--- config.mk ---
export PLATFORM = sky130hd
export DESIGN_NAME = rdspi_dev_flat
export DESIGN_NICKNAME = d
export VERILOG_FILES = /design/src/verilog/rdspi_pkg.sv /design/src/verilog/rdspi_if.sv /design/src/verilog/rdspi_dev.sv /design/src/flat_wrapper.sv
export VERILOG_INCLUDE_DIRS = /design/src /design/src/verilog
export SDC_FILE = /design/constraint.sdc
export NUM_CORES = 1
export LEC_CHECK = 0
export BUFFER_PORTS_ARGS = -buffer_cell sky130_fd_sc_hd__buf_4
export CAP_MARGIN = 20
export CORE_MARGIN = 2
export CORE_UTILIZATION = 51
export CTS_BUF_LIST = sky130_fd_sc_hd__clkbuf_8
export CTS_CLUSTER_DIAMETER = 100
export DETAILED_ROUTE_END_ITERATION = 10
export PLACE_DENSITY_LB_ADDON = 0.3
export SETUP_SLACK_MARGIN = 0.15
export SLEW_MARGIN = 20
export SYNTH_ARGS = -nofsm -noshare
export SYNTH_HDL_FRONTEND = slang
export SYNTH_SLANG_ARGS = --single-unit
--- constraint.sdc ---
create_clock -name ref_clk_in -period 2.97 [get_ports ref_clk_in]
set_input_delay 0.297 -clock ref_clk_in [delete_from_list [all_inputs] [get_ports ref_clk_in]]
set_output_delay 0.297 -clock ref_clk_in [all_outputs]
set_load 0.005 [all_outputs]
--- src/verilog/rdspi_defs.svh ---
// Constants of the relay driver serial command link: frame layout, replies, timing.
// Assumes inclusion by both link ends and a 250 MHz reference clock.
`ifndef RDSPI_DEFS_SVH
`define RDSPI_DEFS_SVH

// ==========================================================================
// Frame layout
`define RDSPI_FRAME_BITS 16
`define RDSPI_MIN_BITS 5'h10
`define RDSPI_CNT_WRAP 5'h17
`define RDSPI_PFX_WR 2'h2
`define RDSPI_PFX_RD 2'h1
`define RDSPI_PFX_BAD_WR 2'h3
`define RDSPI_PFX_BAD_RD 2'h0
`define RDSPI_TAIL_DIAG 2'h1
`define RDSPI_TAIL_RD 2'h2
`define RDSPI_TER_BIT 10

// ==========================================================================
// Register space and special replies
`define RDSPI_PRIM10_LO 4'hC
`define RDSPI_PRIM10_HI 4'hD
`define RDSPI_PRIM8_MAX 4'h5
`define RDSPI_REG8_NUM 24
`define RDSPI_RST_REPLY 16'hC400
`define RDSPI_SYN_REPLY 16'hC000

// ==========================================================================
// Timing
`define RDSPI_CLK_NS 4
`define RDSPI_LEAD_NS 1000
`define RDSPI_LAG_NS 1000
`define RDSPI_TD_NS 1250
`define RDSPI_HALF_NS 500
`define RDSPI_LEAD_CYC ((`RDSPI_LEAD_NS + `RDSPI_CLK_NS - 1) / `RDSPI_CLK_NS)
`define RDSPI_LAG_CYC ((`RDSPI_LAG_NS + `RDSPI_CLK_NS - 1) / `RDSPI_CLK_NS)
`define RDSPI_TD_CYC ((`RDSPI_TD_NS + `RDSPI_CLK_NS - 1) / `RDSPI_CLK_NS)
`define RDSPI_HALF_CYC ((`RDSPI_HALF_NS + `RDSPI_CLK_NS - 1) / `RDSPI_CLK_NS)

`endif

--- src/verilog/rdspi_pkg.sv ---
// Types shared by the two ends of the relay driver serial command link.
// Assumes the constants header is included by each user.
package rdspi_pkg;
  typedef enum logic [2:0] {
    RDSPI_H_IDLE,
    RDSPI_H_LEAD,
    RDSPI_H_HIGH,
    RDSPI_H_LOW,
    RDSPI_H_LAG,
    RDSPI_H_GAP
  } rdspi_host_st_e;
  typedef logic [15:0] rdspi_frame_t;
endpackage

--- src/verilog/rdspi_if.sv ---
// Wires of the serial command link between host and device.
// Assumes the device end drives the serial output line only while it is selected.
`timescale 1ns/10ps
interface rdspi_if;
  logic sclk;
  logic chip_select_low;
  logic mosi;
  logic miso;
  logic miso_oe;
  wire miso_line;

  // A released line shows the inverse of the last bit, so a late sample cannot pass by luck.
  assign miso_line = miso_oe ? miso : ~miso;

  modport dev (
    input sclk,
    input chip_select_low,
    input mosi,
    output miso,
    output miso_oe
  );
  modport host (
    output sclk,
    output chip_select_low,
    output mosi,
    input miso_line
  );
endinterface

--- src/verilog/rdspi_dev.sv ---
// Device end of the relay driver serial command link: frame decode and reply.
// Assumes link pins come from another domain and are synchronised here.
`timescale 1ns/10ps
`include "rdspi_defs.svh"

// Function
// Reply to a frame goes out next frame.
// Bad clock count gives transmission error reply.
// First reply after any reset is special.
// Write prefix 11 is a syntax error.
// Read prefix 00 is a syntax error.
// Reserved register access is a syntax error.
// Diagnosis read returns zero plus diagnosis bits.
// Ten bit write answered with diagnosis.
// Ten bit read returns prefix, address, content.
// Eight bit write answered with diagnosis.
// Eight bit read returns prefix, addresses, content.
// Host keeps previous command for decoding replies.
// Input bits captured at falling serial clock.
// Host keeps select high between frames.
// Host waits after select before first clock.
// Host waits after last clock before deselecting.
// Output idle when deselected, MSB first, rising updates.
// Frame acted on only at select release.
// Diagnosis bit ten flags bad previous frame.
// Erroneous frames write nothing.
module rdspi_dev
  import rdspi_pkg::*;
(
  input wire logic ref_clk_in,
  input wire logic rst_in,
  rdspi_if.dev link,
  input wire logic [14:0] diag_bits_in,
  input wire logic sw_reset_in,
  output logic wr_stb_out,
  output logic [3:0] wr_prim_out,
  output logic [1:0] wr_sec_out,
  output logic [9:0] wr_data_out,
  output logic len_err_out,
  output logic syn_err_out
);

  // ========================================================================
  // Pin synchronisers
  logic cs_s1_r, cs_s2_r, cs_d_r;
  logic sk_s1_r, sk_s2_r, sk_d_r;
  logic si_s1_r, si_s2_r;

  always_ff @(posedge ref_clk_in) begin
    if (rst_in) begin
      cs_s1_r <= 1'b1;
      cs_s2_r <= 1'b1;
      cs_d_r <= 1'b1;
      sk_s1_r <= 1'b0;
      sk_s2_r <= 1'b0;
      sk_d_r <= 1'b0;
      si_s1_r <= 1'b0;
      si_s2_r <= 1'b0;
    end else begin
      cs_s1_r <= link.chip_select_low;
      cs_s2_r <= cs_s1_r;
      cs_d_r <= cs_s2_r;
      sk_s1_r <= link.sclk;
      sk_s2_r <= sk_s1_r;
      sk_d_r <= sk_s2_r;
      si_s1_r <= link.mosi;
      si_s2_r <= si_s1_r;
    end
  end

  // Serial clock and data share one synchroniser depth, so data seen with a
  // detected edge is the value that stood at that edge.
  logic cs_fall, cs_rise, sk_fall, sk_rise;
  assign cs_fall = cs_d_r & ~cs_s2_r;
  assign cs_rise = ~cs_d_r & cs_s2_r;
  assign sk_fall = sk_d_r & ~sk_s2_r & ~cs_s2_r;
  assign sk_rise = ~sk_d_r & sk_s2_r & ~cs_s2_r;

  // ========================================================================
  // Helpers
  function automatic rdspi_frame_t diag_word(input logic [14:0] d, input logic transfer_fault_flag);
    rdspi_frame_t w;
    w = {1'b0, d};
    w[`RDSPI_TER_BIT] = transfer_fault_flag;
    return w;
  endfunction

  // Returns {valid, ten_bit} for a primary address.
  function automatic logic [1:0] addr_kind(input logic [3:0] prim);
    logic [1:0] k;
    k = 2'h0;
    if (prim == `RDSPI_PRIM10_LO || prim == `RDSPI_PRIM10_HI) begin
      k = 2'h3;
    end else if (prim <= `RDSPI_PRIM8_MAX) begin
      k = 2'h2;
    end
    return k;
  endfunction

  // ========================================================================
  // Register storage
  logic [7:0] reg8 [0:`RDSPI_REG8_NUM-1];
  logic [9:0] reg10 [0:1];
  logic wr_stb_r, wr_stb_nxt;
  logic [3:0] wr_prim_r, wr_prim_nxt;
  logic [1:0] wr_sec_r, wr_sec_nxt;
  logic [9:0] wr_data_r, wr_data_nxt;

  // Writes land one cycle after the frame ends; no read can be decoded sooner.
  always_ff @(posedge ref_clk_in) begin
    if (rst_in || sw_reset_in) begin
      for (int i = 0; i < `RDSPI_REG8_NUM; i++) begin
        reg8[i] <= 8'h00;
      end
      reg10[0] <= 10'h000;
      reg10[1] <= 10'h000;
    end else if (wr_stb_r) begin
      if (addr_kind(wr_prim_r) == 2'h3) begin
        reg10[wr_prim_r[0]] <= wr_data_r;
      end else begin
        reg8[{wr_prim_r[2:0], wr_sec_r}] <= wr_data_r[7:0];
      end
    end
  end

  // ========================================================================
  // Frame engine
  rdspi_frame_t sh_r, sh_nxt;
  rdspi_frame_t reply_r, reply_nxt;
  rdspi_frame_t load_w;
  logic so_r, so_nxt;
  logic oe_r, oe_nxt;
  logic [4:0] cnt_r, cnt_nxt;
  logic pend_r, pend_nxt;
  logic len_err_r, len_err_nxt;
  logic syn_err_r, syn_err_nxt;
  logic len_ok;
  logic [1:0] kind;

  assign load_w = pend_r ? `RDSPI_RST_REPLY : reply_r;
  assign len_ok = (cnt_r >= `RDSPI_MIN_BITS) && (cnt_r[2:0] == 3'h0);
  assign kind = addr_kind(sh_r[13:10]);

  always_comb begin
    sh_nxt = sh_r;
    reply_nxt = reply_r;
    so_nxt = so_r;
    cnt_nxt = cnt_r;
    pend_nxt = pend_r;
    len_err_nxt = 1'b0;
    syn_err_nxt = 1'b0;
    wr_stb_nxt = 1'b0;
    wr_prim_nxt = wr_prim_r;
    wr_sec_nxt = wr_sec_r;
    wr_data_nxt = wr_data_r;
    oe_nxt = ~cs_s2_r;
    if (cs_fall) begin
      sh_nxt = load_w; // see
      so_nxt = load_w[15];
      pend_nxt = 1'b0;
      cnt_nxt = 5'h00;
    end else if (sk_fall) begin
      sh_nxt = {sh_r[14:0], si_s2_r};
      cnt_nxt = (cnt_r == `RDSPI_CNT_WRAP) ? `RDSPI_MIN_BITS : cnt_r + 5'h01;
    end else if (sk_rise) begin
      so_nxt = sh_r[15];
    end
    if (cs_rise) begin
      if (!len_ok) begin
        reply_nxt = diag_word(diag_bits_in, 1'b1); // see see
        len_err_nxt = 1'b1;
      end else if (sh_r[15:14] == `RDSPI_PFX_RD && sh_r[1:0] == `RDSPI_TAIL_RD) begin
        if (kind == 2'h3) begin
          reply_nxt = {`RDSPI_PFX_WR, sh_r[13:10], reg10[sh_r[10]]};
        end else if (kind == 2'h2) begin
          reply_nxt = {`RDSPI_PFX_WR, sh_r[13:8], reg8[{sh_r[12:10], sh_r[9:8]}]};
        end else begin
          reply_nxt = `RDSPI_SYN_REPLY;
          syn_err_nxt = 1'b1;
        end
      end else if (sh_r[15] == 1'b0 && sh_r[1:0] == `RDSPI_TAIL_DIAG) begin
        reply_nxt = diag_word(diag_bits_in, 1'b0); // see
      end else if (sh_r[15:14] == `RDSPI_PFX_WR) begin
        if (kind[1]) begin
          reply_nxt = diag_word(diag_bits_in, 1'b0); // see
          wr_stb_nxt = 1'b1;
          wr_prim_nxt = sh_r[13:10];
          wr_sec_nxt = kind[0] ? 2'h0 : sh_r[9:8];
          wr_data_nxt = kind[0] ? sh_r[9:0] : {2'h0, sh_r[7:0]};
        end else begin
          reply_nxt = `RDSPI_SYN_REPLY; // see
          syn_err_nxt = 1'b1;
        end
      end else begin
        reply_nxt = `RDSPI_SYN_REPLY; // see see
        syn_err_nxt = 1'b1;
      end
    end
    if (sw_reset_in) begin
      pend_nxt = 1'b1;
    end
  end

  always_ff @(posedge ref_clk_in) begin
    if (rst_in) begin
      sh_r <= 16'h0000;
      reply_r <= `RDSPI_RST_REPLY;
      so_r <= 1'b0;
      oe_r <= 1'b0;
      cnt_r <= 5'h00;
      pend_r <= 1'b1;
      len_err_r <= 1'b0;
      syn_err_r <= 1'b0;
      wr_stb_r <= 1'b0;
      wr_prim_r <= 4'h0;
      wr_sec_r <= 2'h0;
      wr_data_r <= 10'h000;
    end else begin
      sh_r <= sh_nxt;
      reply_r <= reply_nxt;
      so_r <= so_nxt;
      oe_r <= oe_nxt;
      cnt_r <= cnt_nxt;
      pend_r <= pend_nxt;
      len_err_r <= len_err_nxt;
      syn_err_r <= syn_err_nxt;
      wr_stb_r <= wr_stb_nxt;
      wr_prim_r <= wr_prim_nxt;
      wr_sec_r <= wr_sec_nxt;
      wr_data_r <= wr_data_nxt;
    end
  end

  // ========================================================================
  // Outputs
  assign link.miso = so_r;
  assign link.miso_oe = oe_r;
  assign wr_stb_out = wr_stb_r;
  assign wr_prim_out = wr_prim_r;
  assign wr_sec_out = wr_sec_r;
  assign wr_data_out = wr_data_r;
  assign len_err_out = len_err_r;
  assign syn_err_out = syn_err_r;

endmodule

--- src/flat_wrapper.sv ---
// flat-port wrapper written by rule: the top's interface ports become plain ports
module rdspi_dev_flat import rdspi_pkg::*;
  (ref_clk_in, rst_in, diag_bits_in, sw_reset_in, wr_stb_out, wr_prim_out, wr_sec_out, wr_data_out, len_err_out, syn_err_out, link_sclk, link_chip_select_low, link_mosi, link_miso, link_miso_oe);
  rdspi_if link_i ();
  input wire logic ref_clk_in;
  input wire logic rst_in;
  input wire logic [14:0] diag_bits_in;
  input wire logic sw_reset_in;
  output logic wr_stb_out;
  output logic [3:0] wr_prim_out;
  output logic [1:0] wr_sec_out;
  output logic [9:0] wr_data_out;
  output logic len_err_out;
  output logic syn_err_out;
  input wire logic [$bits(link_i.sclk)-1:0] link_sclk;
  input wire logic [$bits(link_i.chip_select_low)-1:0] link_chip_select_low;
  input wire logic [$bits(link_i.mosi)-1:0] link_mosi;
  output wire logic [$bits(link_i.miso)-1:0] link_miso;
  output wire logic [$bits(link_i.miso_oe)-1:0] link_miso_oe;
  assign link_i.sclk = link_sclk;
  assign link_i.chip_select_low = link_chip_select_low;
  assign link_i.mosi = link_mosi;
  assign link_miso = link_i.miso;
  assign link_miso_oe = link_i.miso_oe;
  rdspi_dev u_core (.ref_clk_in(ref_clk_in), .rst_in(rst_in), .link(link_i), .diag_bits_in(diag_bits_in), .sw_reset_in(sw_reset_in), .wr_stb_out(wr_stb_out), .wr_prim_out(wr_prim_out), .wr_sec_out(wr_sec_out), .wr_data_out(wr_data_out), .len_err_out(len_err_out), .syn_err_out(syn_err_out));
endmodule
==> run_results.csv, run 1 <==
group,metric,value,unit
run_status,status,"completed",
critical_path,critPathMaxStageDelay,500,ps
routing,wl_per_cell,22.5,µm
logic_synthesis,synth_flop_cell,"edfxtp_1",
critical_path,cp-end-kind,"flip-flop",
critical_path,crit_path_start_kind,"flip-flop",
hold_path,worstHoldStart,"sw_reset_in",
sta,max_freq,410,MHz
global_route,antenna_found_initial,0,
sta,hold_violations,0,
critical_path,startpoint,"u_core.wr_stb_out",
global_route,grt_pass1_vias,9187,
critical_path,r2r-start,"u_core.wr_stb_out",
sta,relSlewSlack,0.348,
hold_path,hold_class,"input port to flip-flop",
logic_synthesis,synthTopCellsByArea,"edfxtp_1 55%, dfxtp_1 9.5%, mux4_2 9.5%, and2_1 7.9%, nor2_1 1.5%",
critical_path,path_delay_family,"simple AND/OR/NAND/NOR gates",
placed_design,port_buffers,40,
critical_path,arrival,2680,ps
clock_tree,postCtsResizedCells,0,
critical_path,crit_slowest_cell,"or3b_2",
power_and_ir_drop,ir_worst_vdd,0.335,mV
placed_design,hpwl,23.6,mm
clock_tree,clk_path_buf_depth,3,
logic_synthesis,ys_ff_latch,348,
global_route,grt_util_all_layers,0.236,
die,core_area,0.0295,mm²
sta,worstMarginPinSlew,975,ps
logic_synthesis,synth-edff-count,276,
sta,clock_skew,23.4,ps
logic_synthesis,synth-async-reset-ratio,0,
critical_path,path_max_fanout,9,
logic_synthesis,syn_nets,1082,
die,die_h,177,µm
routing,drt-total-wl,35.9,mm
logic_synthesis,synth_top_area_frac,0.546,
logic_synthesis,synth_area_leader_cell,"edfxtp_1",
finish,fin_nets,1194,
logic_synthesis,synth_cell_types,59,
finish,num-fill-cells,2311,
die,io_pins,42,
sta,min_period,2440,ps
routing,dr_total_vias,9329,
critical_path,critPathKind,"flip-flop to flip-flop",
die,start_util,0.515,
power_and_ir_drop,p_total,9.17,mW
clock_tree,h-tree-depth,2,
die,die_w,177,µm
critical_path,cp_data_required_time,3210,ps
critical_path,worst-path-buf-inv,1,
sta,timing.setup.tns,0,ps
finish,syn2layout_area_growth,13.8,%
routing,drc,0,
clock_tree,cts_root_buffer,"clkbuf_8",
die,rows,63,
power_and_ir_drop,p_leak,6.44,nW
clock_tree,clk_pin_slew,60,ps
sta,timing.final.crit_share,0.822,
global_route,grt-ovfl-total,0,
finish,drive_gt1_frac,0.245,
clock_tree,numClockSinks,348,
sta,finalSetupViolCount,0,
logic_synthesis,syn_inst,1059,
global_route,grt_max_degree,66,
logic_synthesis,netlist_area,0.0152,mm²
power_and_ir_drop,power.density,530,mW/mm²
logic_synthesis,yosysSeqAreaShare,0.640,
routing,vias_per_cell,5.85,
clock_tree,cts_tree,"yes",
die,die-area,0.0312,mm²
clock_tree,clk_latency,600,ps
global_route,grt_pass1_wl,54.8,mm
routing,drt_iter0_drc,866,
logic_synthesis,syn_avg_cell_area,14.3,µm²
job,drv_cap,0,
placed_design,gp_congestion,0.814,
clock_tree,cts_buffers,53,
logic_synthesis,ys_warn_count,0,
sta,rsz0062_at_grt,"no",
routing,drt-pass1-iter-count,5,
finish,num_antenna_cells,0,
routing,ant_nets,0,
sta,maxSlewViolCount,0,
critical_path,worstPathCellList,"or3b_2 > or3b_1 > nor3_2 > buf_4 > nand2b_1",
-- what timing repair did --
action | 4_1_cts | 5_1_grt
setup endpoints to repair | 0 | 0
setup buffers | 0 | 0
hold endpoints to repair | 5 | 0
hold buffers | 5 | 0
-- metrics by stage --
stage | area [µm²] | setup slack, ps | hold slack (ps) | util | std cells
CTS | 17300 | 535 | 4.05 | 0.586 | 1594
detailed placement | 16300 | 546 | 397 | 0.554 | 1501
floorplan | 15200 | 433 | 389 | - | 1059
finish | 17300 | 529 | 19.3 | 0.587 | 1594
global route | 17300 | 431 | 26.6 | 0.587 | 1594
global placement | 16300 | 564 | 393 | 0.554 | 1501
-- cells in the final DEF, fill, tap and decap left out, types with 8 or more instances in the layout --
master | Yosys | routed
nor2_1 | 62 | 61
and3_1 | 25 | 25
nand2b_1 | 10 | 10
clkbuf_8 | 0 | 55
mux4_2 | 64 | 64
nand4_1 | 8 | 8
nor3_1 | 8 | 8
o21ai_0 | 27 | 27
and2_1 | 193 | 193
nor2b_1 | 14 | 14
a221oi_1 | 9 | 9
dfxtp_1 | 72 | 68
a21oi_1 | 25 | 25
inv_1 | 7 | 25
nand2_1 | 34 | 34
o22ai_1 | 14 | 14
clkinv_1 | 0 | 10
buf_4 | 4 | 120
mux2_2 | 19 | 19
edfxtp_1 | 276 | 276
a22oi_1 | 19 | 19
mux2i_1 | 14 | 14
-- worst register-to-register path, stage by stage, from the launching register on --
cell and delay, ps:
dfxtp_1 430, or3b_2 500, or3b_1 420, nor3_2 150
buf_4 190, nand2b_1 390
-- sequential cells by signal, summed over array words and instances (netlist names), 2 cells and up, named ones only --
signal and count:
u_core.reg8 256, u_core.reg10 20, u_core.reply_r 16, u_core.sh_r 16, u_core.wr_data_out 10, u_core.cnt_r 5
u_core.wr_prim_out 4, u_core.wr_sec_out 2
-- report_power, final --
group / switching, mW / internal (mW)
clock: 1.78 / 1.70
sequential: 0.0524 / 5.36
combinational: 0.149 / 0.127
total: 1.99 / 7.19
-- cells in the mapped netlist (8+ instances only) --
library cell / number
o22ai_1: 14
dfxtp_1: 72
nand2_1: 34
mux4_2: 64
mux2_2: 19
nand2b_1: 10
o21ai_0: 27
a21oi_1: 25
nor3_1: 8
nand4_1: 8
a22oi_1: 19
edfxtp_1: 276
a221oi_1: 9
nor2_1: 62
mux2i_1: 14
and2_1: 193
and3_1: 25
buf_2: 12
nor2b_1: 14
clkbuf_1: 51
-- kinds of logic after synthesis --
family                     after synthesis  share of synthesized area
xor gates and xnor gates                 4                    0.00231
AOI/OAI and AO/OA                      131                     0.0584
DFF                                    348                      0.640
adders and majority gates                2                    0.00165
buffers and inverters                   80                     0.0245
muxes                                   97                      0.118
and+or+nand+nor                        397                      0.155
-- final cells by class --
class	instances	area [µm²]	area share
sequential	348	9740	0.563
multi-input combinational	631	5090	0.295
timing repair buffer	130	1050	0.0608
clock buffer	55	757	0.0438
tap	390	488	0.0282
clock inverter	33	140	0.00810
inverter	7	26.3	0.00152
-- per-layer routing --
| metal | up-vias | wire length [µm] | share of wire | global-route usage |
|---|---|---|---|---|
| li1 | 4202 | - | - | - |
| met1 | 4640 | 14600 | 0.41 | 0.321 |
| met2 | 409 | 17300 | 0.48 | 0.384 |
| met3 | 78 | 2630 | 0.073 | 0.0364 |
| met4 | 0 | 1260 | 0.035 | 0.0899 |
| met5 | - | 0 | 0 | 0 |
-- final timing paths --
path	slack, ps	depth (start not counted)	end
setup / recovery	530	5	u_core.reg8[19][0]
setup reg to reg	530	5	u_core.reg8[19][0]
hold / removal	20	3	u_core.pend_r
hold reg to reg	440	1	u_core.sk_s2_r
Note: power is estimated with default switching activity, not from simulation.
==> run 2, diff against run 1 <==
Settings changed: ABC_AREA from default to 1.
Clock period 2.97 ns to 2.5 ns, I/O delays scaled along.
==> run_results.csv, run 2 <==
group,metric,value,unit
finish,final_core_util,0.585,
routing,drt_iter0_drc,1121,
sta,min_period,2170,ps
hold_path,hold-path-endpoint,"u_core.reply_r[6]",
logic_synthesis,synth-edff-count,276,
logic_synthesis,synthXorXnorAreaFrac,0.000584,
die,die_h,175,µm
logic_synthesis,synth_top_area_frac,0.553,
logic_synthesis,synth-async-reset-ratio,0,
sta,worstMarginPinSlew,715,ps
finish,final_cells,2058,
placed_design,hpwl,23.1,mm
finish,syn2layout_area_growth,12.7,%
critical_path,r2r-start,"u_core.wr_prim_out[1]",
clock_tree,cts_root_buffer,"clkbuf_8",
global_route,grt_pass1_wl,57.6,mm
clock_tree,h-tree-depth,2,
logic_synthesis,synth_common_cells,"446 x nand2_1, 276 x edfxtp_1, 251 x nor2_1",
routing,vias_per_cell,5.57,
sta,clock_skew,15.5,ps
critical_path,critPathKind,"flip-flop to flip-flop",
logic_synthesis,yosysMostFrequentCell,"nand2_1",
hold_path,hold_class,"input port to flip-flop",
sta,timing.setup.tns,0,ps
hold_path,holdPathStages,3,
hold_path,worstHoldStart,"diag_bits_in[6]",
routing,ant_nets,0,
critical_path,startpoint,"u_core.wr_prim_out[1]",
sta,relSlewSlack,0.523,
global_route,grt_util_all_layers,0.242,
logic_synthesis,netlist_area,0.0150,mm²
die,start_util,0.519,
finish,drive_gt1_frac,0.115,
clock_tree,postCtsResizedCells,0,
power_and_ir_drop,ir_worst_vdd,0.538,mV
die,rows,62,
finish,largest-register,"u_core.reg8",
sta,finalSetupViolCount,0,
routing,dr_total_vias,11500,
logic_synthesis,syn_avg_cell_area,9.53,µm²
logic_synthesis,synth_cell_types,34,
finish,num_antenna_cells,0,
logic_synthesis,ys_warn_count,0,
power_and_ir_drop,p_leak,6.27,nW
die,die-area,0.0308,mm²
logic_synthesis,ys_ff_latch,348,
global_route,antenna_found_initial,0,
die,io_pins,42,
global_route,grt_pass1_vias,11000,
critical_path,arrival,2400,ps
critical_path,path_max_fanout,9,
logic_synthesis,synth_area_leader_cell,"edfxtp_1",
sta,max_freq,460,MHz
critical_path,cp_data_required_time,2720,ps
clock_tree,clk_path_buf_depth,3,
logic_synthesis,synthAdderAreaFrac,0.00167,
global_route,grt-ovfl-total,0,
logic_synthesis,syn_nets,1595,
logic_synthesis,syn_inst,1572,
critical_path,reg2reg_slack,330,ps
finish,mostFrequentLayoutCells,"446 x nand2_1, 276 x edfxtp_1, 250 x nor2_1",
global_route,grt_max_degree,129,
die,die_w,175,µm
finish,seq_area,0.00974,mm²
routing,wl_per_cell,18.0,µm
routing,drt-total-wl,37.0,mm
clock_tree,clk_pin_slew,60,ps
sta,timing.final.crit_share,0.869,
routing,drc,0,
logic_synthesis,synth_compound_area_frac,0.0346,
critical_path,reg2reg_to,"u_core.reg8[6][5]",
clock_tree,cts_tree,"yes",
finish,fin_nets,1660,
logic_synthesis,synth-simple-area-share,0.272,
power_and_ir_drop,power.density,658,mW/mm²
logic_synthesis,synthTopCellsByArea,"edfxtp_1 55%, nand2_1 11%, dfxtp_1 9.6%, nand3_1 8.3%, nor2_1 6.3%",
logic_synthesis,synthMuxAreaShare,0.00134,
run_status,status,"completed",
routing,drt-pass1-iter-count,5,
sta,maxSlewViolCount,0,
clock_tree,cts_buffers,52,
finish,final_common_cell,"nand2_1",
logic_synthesis,yosysSeqAreaShare,0.649,
finish,num-fill-cells,2423,
finish,largest_reg_flops,256,
die,core_area,0.0289,mm²
placed_design,place_inst,1954,
finish,biggestRegsByFlops,"u_core.reg8 (256), u_core.reg10 (20)",
critical_path,cp-end-kind,"flip-flop",
sta,rsz0062_at_grt,"no",
logic_synthesis,synth_flop_cell,"edfxtp_1",
critical_path,reg2reg_depth,10,
job,drv_cap,0,
placed_design,gp_congestion,0.871,
placed_design,port_buffers,40,
sta,hold_violations,0,
finish,multi_input_area,0.00466,mm²
logic_synthesis,synth_top_family_by_area,"simple AND/OR/NAND/NOR gates",
clock_tree,numClockSinks,348,
clock_tree,clk_latency,570,ps
critical_path,crit_path_start_kind,"flip-flop",
[run 2: cell count changes after synthesis, moves of 13 or more]
cell / previous run / this run
inv_1: 7 / 37
buf_1: 0 / 14
and2_1: 193 / 0
mux2_2: 19 / 0
a31oi_1: 2 / 16
nor2_1: 62 / 251
nor2b_1: 14 / 0
nand3_1: 2 / 248
o22ai_1: 14 / 1
nand2_1: 34 / 446
buf_2: 12 / 33
mux4_2: 64 / 0
and3_1: 25 / 0
a22oi_1: 19 / 0
[run 2: cell families (layout without fill, tap and decap cells)]
family / Yosys count / in the layout
muxes: 2 / 2
DFF: 348 / 348
adders and majority gates: 2 / 2
and+or+nand+nor: 976 / 976
AOI/OAI and AO/OA: 94 / 94
buffers and inverters: 149 / 251
xor gates and xnor gates: 1 / 1
[run 2: cell type report]
| class | count | area share |
|---|---|---|
| timing repair buffer | 104 | 0.0504 |
| clock inverter | 36 | 0.0115 |
| clock buffer | 55 | 0.0448 |
| sequential | 348 | 0.577 |
| tap | 384 | 0.0285 |
| multi-input combinational | 1075 | 0.276 |
| inverter | 56 | 0.0126 |
[run 2: power breakdown]
group          internal [mW]  leakage [nW]  switching (mW)
clock network           2.22         0.530            2.08
registers               6.40          3.64          0.0571
logic                  0.115          2.10           0.234
total                   8.74          6.27            2.37
[run 2: metal layers]
layer	vias to the layer above	part of all wire	GRT usage
met1	5450	0.39	0.318
met2	487	0.49	0.404
li1	5427	-	-
met4	0	0.033	0.0913
met3	96	0.085	0.0418
met5	-	0	0
[run 2: worst max path at each step]
stage,endpoint,slack (ps)
after floorplan,u_core.reg8[29][0],570
after global placement,u_core.reg8[6][5],460
after detailed placement,u_core.reg8[6][5],390
after CTS,u_core.reg8[6][5],370
after global routing,u_core.reg8[6][2],190
final,u_core.reg8[6][5],330
[run 2: through the flow]
| stage | power, mW | setup WS (ps) | hold slack, ps | cell area (µm²) |
|---|---|---|---|---|
| after detailed placement | 6.91 | 391 | 395 | 15800 |
| after global routing | 11.5 | 186 | 21.4 | 16900 |
| after floorplan | 6.78 | 568 | 354 | 15000 |
| after global placement | 6.89 | 458 | 392 | 15800 |
| after CTS | 11.2 | 372 | 3.25 | 16900 |
| final | 11.1 | 328 | 20.3 | 16900 |
[run 2: timing repair]
item                       CTS  global route
hold buffers                13             0
hold endpoints to repair    13             0
buffers inserted             0             0
setup endpoints to repair    0             0
[run 2: critical path: stages, from the launching register on]
cell and delay [ps]:
dfxtp_1 350, inv_2 60, nand2_1 120, inv_2 80, nand2_1 100, nand3_2 120, inv_2 100, nand2_1 90
inv_2 200, nand2_1 260, nand2_1 360
==> run 3, diff against run 2 <==
--- a/config.mk
+++ b/config.mk
@@ -11,5 +11,5 @@
 export CAP_MARGIN = 20
 export CORE_MARGIN = 2
-export CORE_UTILIZATION = 51
+export CORE_UTILIZATION = 35
 export CTS_BUF_LIST = sky130_fd_sc_hd__clkbuf_8
 export CTS_CLUSTER_DIAMETER = 100
==> constraint.sdc (replaced) <==
create_clock -name ref_clk_in -period 2.5 [get_ports ref_clk_in]
set_input_delay 0.125 -clock ref_clk_in [delete_from_list [all_inputs] [get_ports ref_clk_in]]
set_output_delay 0.125 -clock ref_clk_in [all_outputs]
set_load 0.005 [all_outputs]
==> run_results.csv, run 3 (same netlist as run 2, synthesis figures left out) <==
group,metric,value,unit
die,core_area,0.0421,mm²
global_route,grt_pass1_wl,62.1,mm
finish,drive_gt1_frac,0.123,
sta,min_period,2180,ps
critical_path,arrival,2420,ps
routing,ant_nets,0,
critical_path,critPathMaxStageDelay,500,ps
clock_tree,cts_buffers,54,
critical_path,critPathKind,"flip-flop to flip-flop",
finish,num_antenna_cells,0,
finish,mostFrequentLayoutCells,"446 x nand2_1, 276 x edfxtp_1, 250 x nor2_1",
placed_design,gp_congestion,0.886,
critical_path,crit_path_start_kind,"flip-flop",
die,io_pins,42,
global_route,grt_pass1_vias,11100,
placed_design,port_buffers,40,
hold_path,hold_class,"input port to flip-flop",
finish,final_common_cell,"nand2_1",
die,die-area,0.0445,mm²
critical_path,crit_slowest_cell,"dfxtp_1",
critical_path,worstPathCellList,"inv_1 > nor3_2 > nand2_1 > nand2_1",
sta,timing.setup.tns,0,ps
critical_path,worst-path-buf-inv,1,
finish,fin_nets,1668,
power_and_ir_drop,p_leak,6.39,nW
routing,drc,0,
clock_tree,clk_path_buf_depth,3,
clock_tree,h-tree-depth,2,
finish,biggestRegsByFlops,"u_core.reg8 (256), u_core.reg10 (20)",
critical_path,path_delay_family,"simple AND/OR/NAND/NOR gates",
die,die_w,211,µm
clock_tree,clk_pin_slew,60,ps
clock_tree,clk_latency,610,ps
critical_path,cp_data_required_time,2750,ps
routing,drt-pass1-iter-count,5,
global_route,grt_max_degree,129,
placed_design,hpwl,25.7,mm
routing,dr_total_vias,11400,
routing,wl_per_cell,18.2,µm
sta,max_freq,460,MHz
finish,largest_reg_flops,256,
power_and_ir_drop,ir_worst_vdd,0.392,mV
critical_path,cp-end-kind,"flip-flop",
power_and_ir_drop,power.density,660,mW/mm²
global_route,grt_util_all_layers,0.183,
finish,largest-register,"u_core.reg8",
sta,timing.final.crit_share,0.870,
clock_tree,cts_setup_buffers,0,
global_route,antenna_found_initial,0,
die,rows,75,
routing,drt_iter0_drc,921,
sta,clock_skew,29.8,ps
sta,relSlewSlack,0.516,
finish,syn2layout_area_growth,15.1,%
routing,drt-total-wl,40.4,mm
global_route,grt-ovfl-total,0,
sta,maxSlewViolCount,0,
sta,hold_violations,0,
routing,vias_per_cell,5.11,
clock_tree,cts_root_buffer,"clkbuf_8",
run_status,status,"completed",
die,die_h,211,µm
job,drv_cap,0,
critical_path,cp_common_cell,"nand2_1",
clock_tree,cts_tree,"yes",
sta,finalSetupViolCount,0,
clock_tree,numClockSinks,348,
sta,worstMarginPinSlew,725,ps
critical_path,path_max_fanout,9,
clock_tree,postCtsResizedCells,0,
sta,rsz0062_at_grt,"no",
die,start_util,0.356,
sta,whs,92.7,ps
## run 3: through the flow
step           worst slack (ps)  utilization  area, µm²  instances  power (mW)
2_1_floorplan               568            -      15000       1572        6.78
3_3_place_gp                392        0.381      16000       2111        6.91
3_5_place_dp                311        0.381      16000       2111        6.92
4_1_cts                     319        0.409      17200       2223        11.5
5_1_grt                     184        0.409      17200       2223        11.8
6_report                    324        0.409      17200       2223        11.4
## run 3: tightest hold or removal path: stages
cell	delay [ps]
buf_4	110
buf_4	250
nor2_1	130
## run 3: layout make-up
type                    count  area [µm²]
flip-flops and latches    348        9740
inverters                  56         213
repair buffers            110         931
clock inverters            28         115
well taps                 539         674
clock buffers              67         922
multi-input cells        1075        4660
fillers                  4028       24900
## run 3: path summary, 6_finish.rpt
| path | startpoint | endpoint | slack, ps | depth (start not counted) |
|---|---|---|---|---|
| min reg2reg | u_core.sk_s1_r | u_core.sk_s2_r | 400 | 2 |
| max reg2reg | u_core.wr_prim_out[0] | u_core.reg8[14][0] | 320 | 4 |
| min | rst_in | u_core.si_s2_r | 90 | 3 |
| max | u_core.wr_prim_out[0] | u_core.reg8[14][0] | 320 | 4 |
## run 3: timing repair
action,4_1_cts,5_1_grt
hold buffers,17,0
setup endpoints to repair,0,0
hold endpoints to repair,17,0
## run 3: where the power goes
part	internal [mW]	total, mW	leakage (nW)	switching [mW]
Combinational	0.118	0.361	2.14	0.244
Sequential	6.40	6.46	3.64	0.0620
Clock	2.40	4.56	0.605	2.17
## run 3: routing by layer
layer,track usage,share of wire,up-vias
met3,0.0266,0.062,92
met1,0.240,0.43,5402
li1,-,-,5449
met2,0.307,0.48,418
met5,0,0,-
met4,0.0692,0.033,0
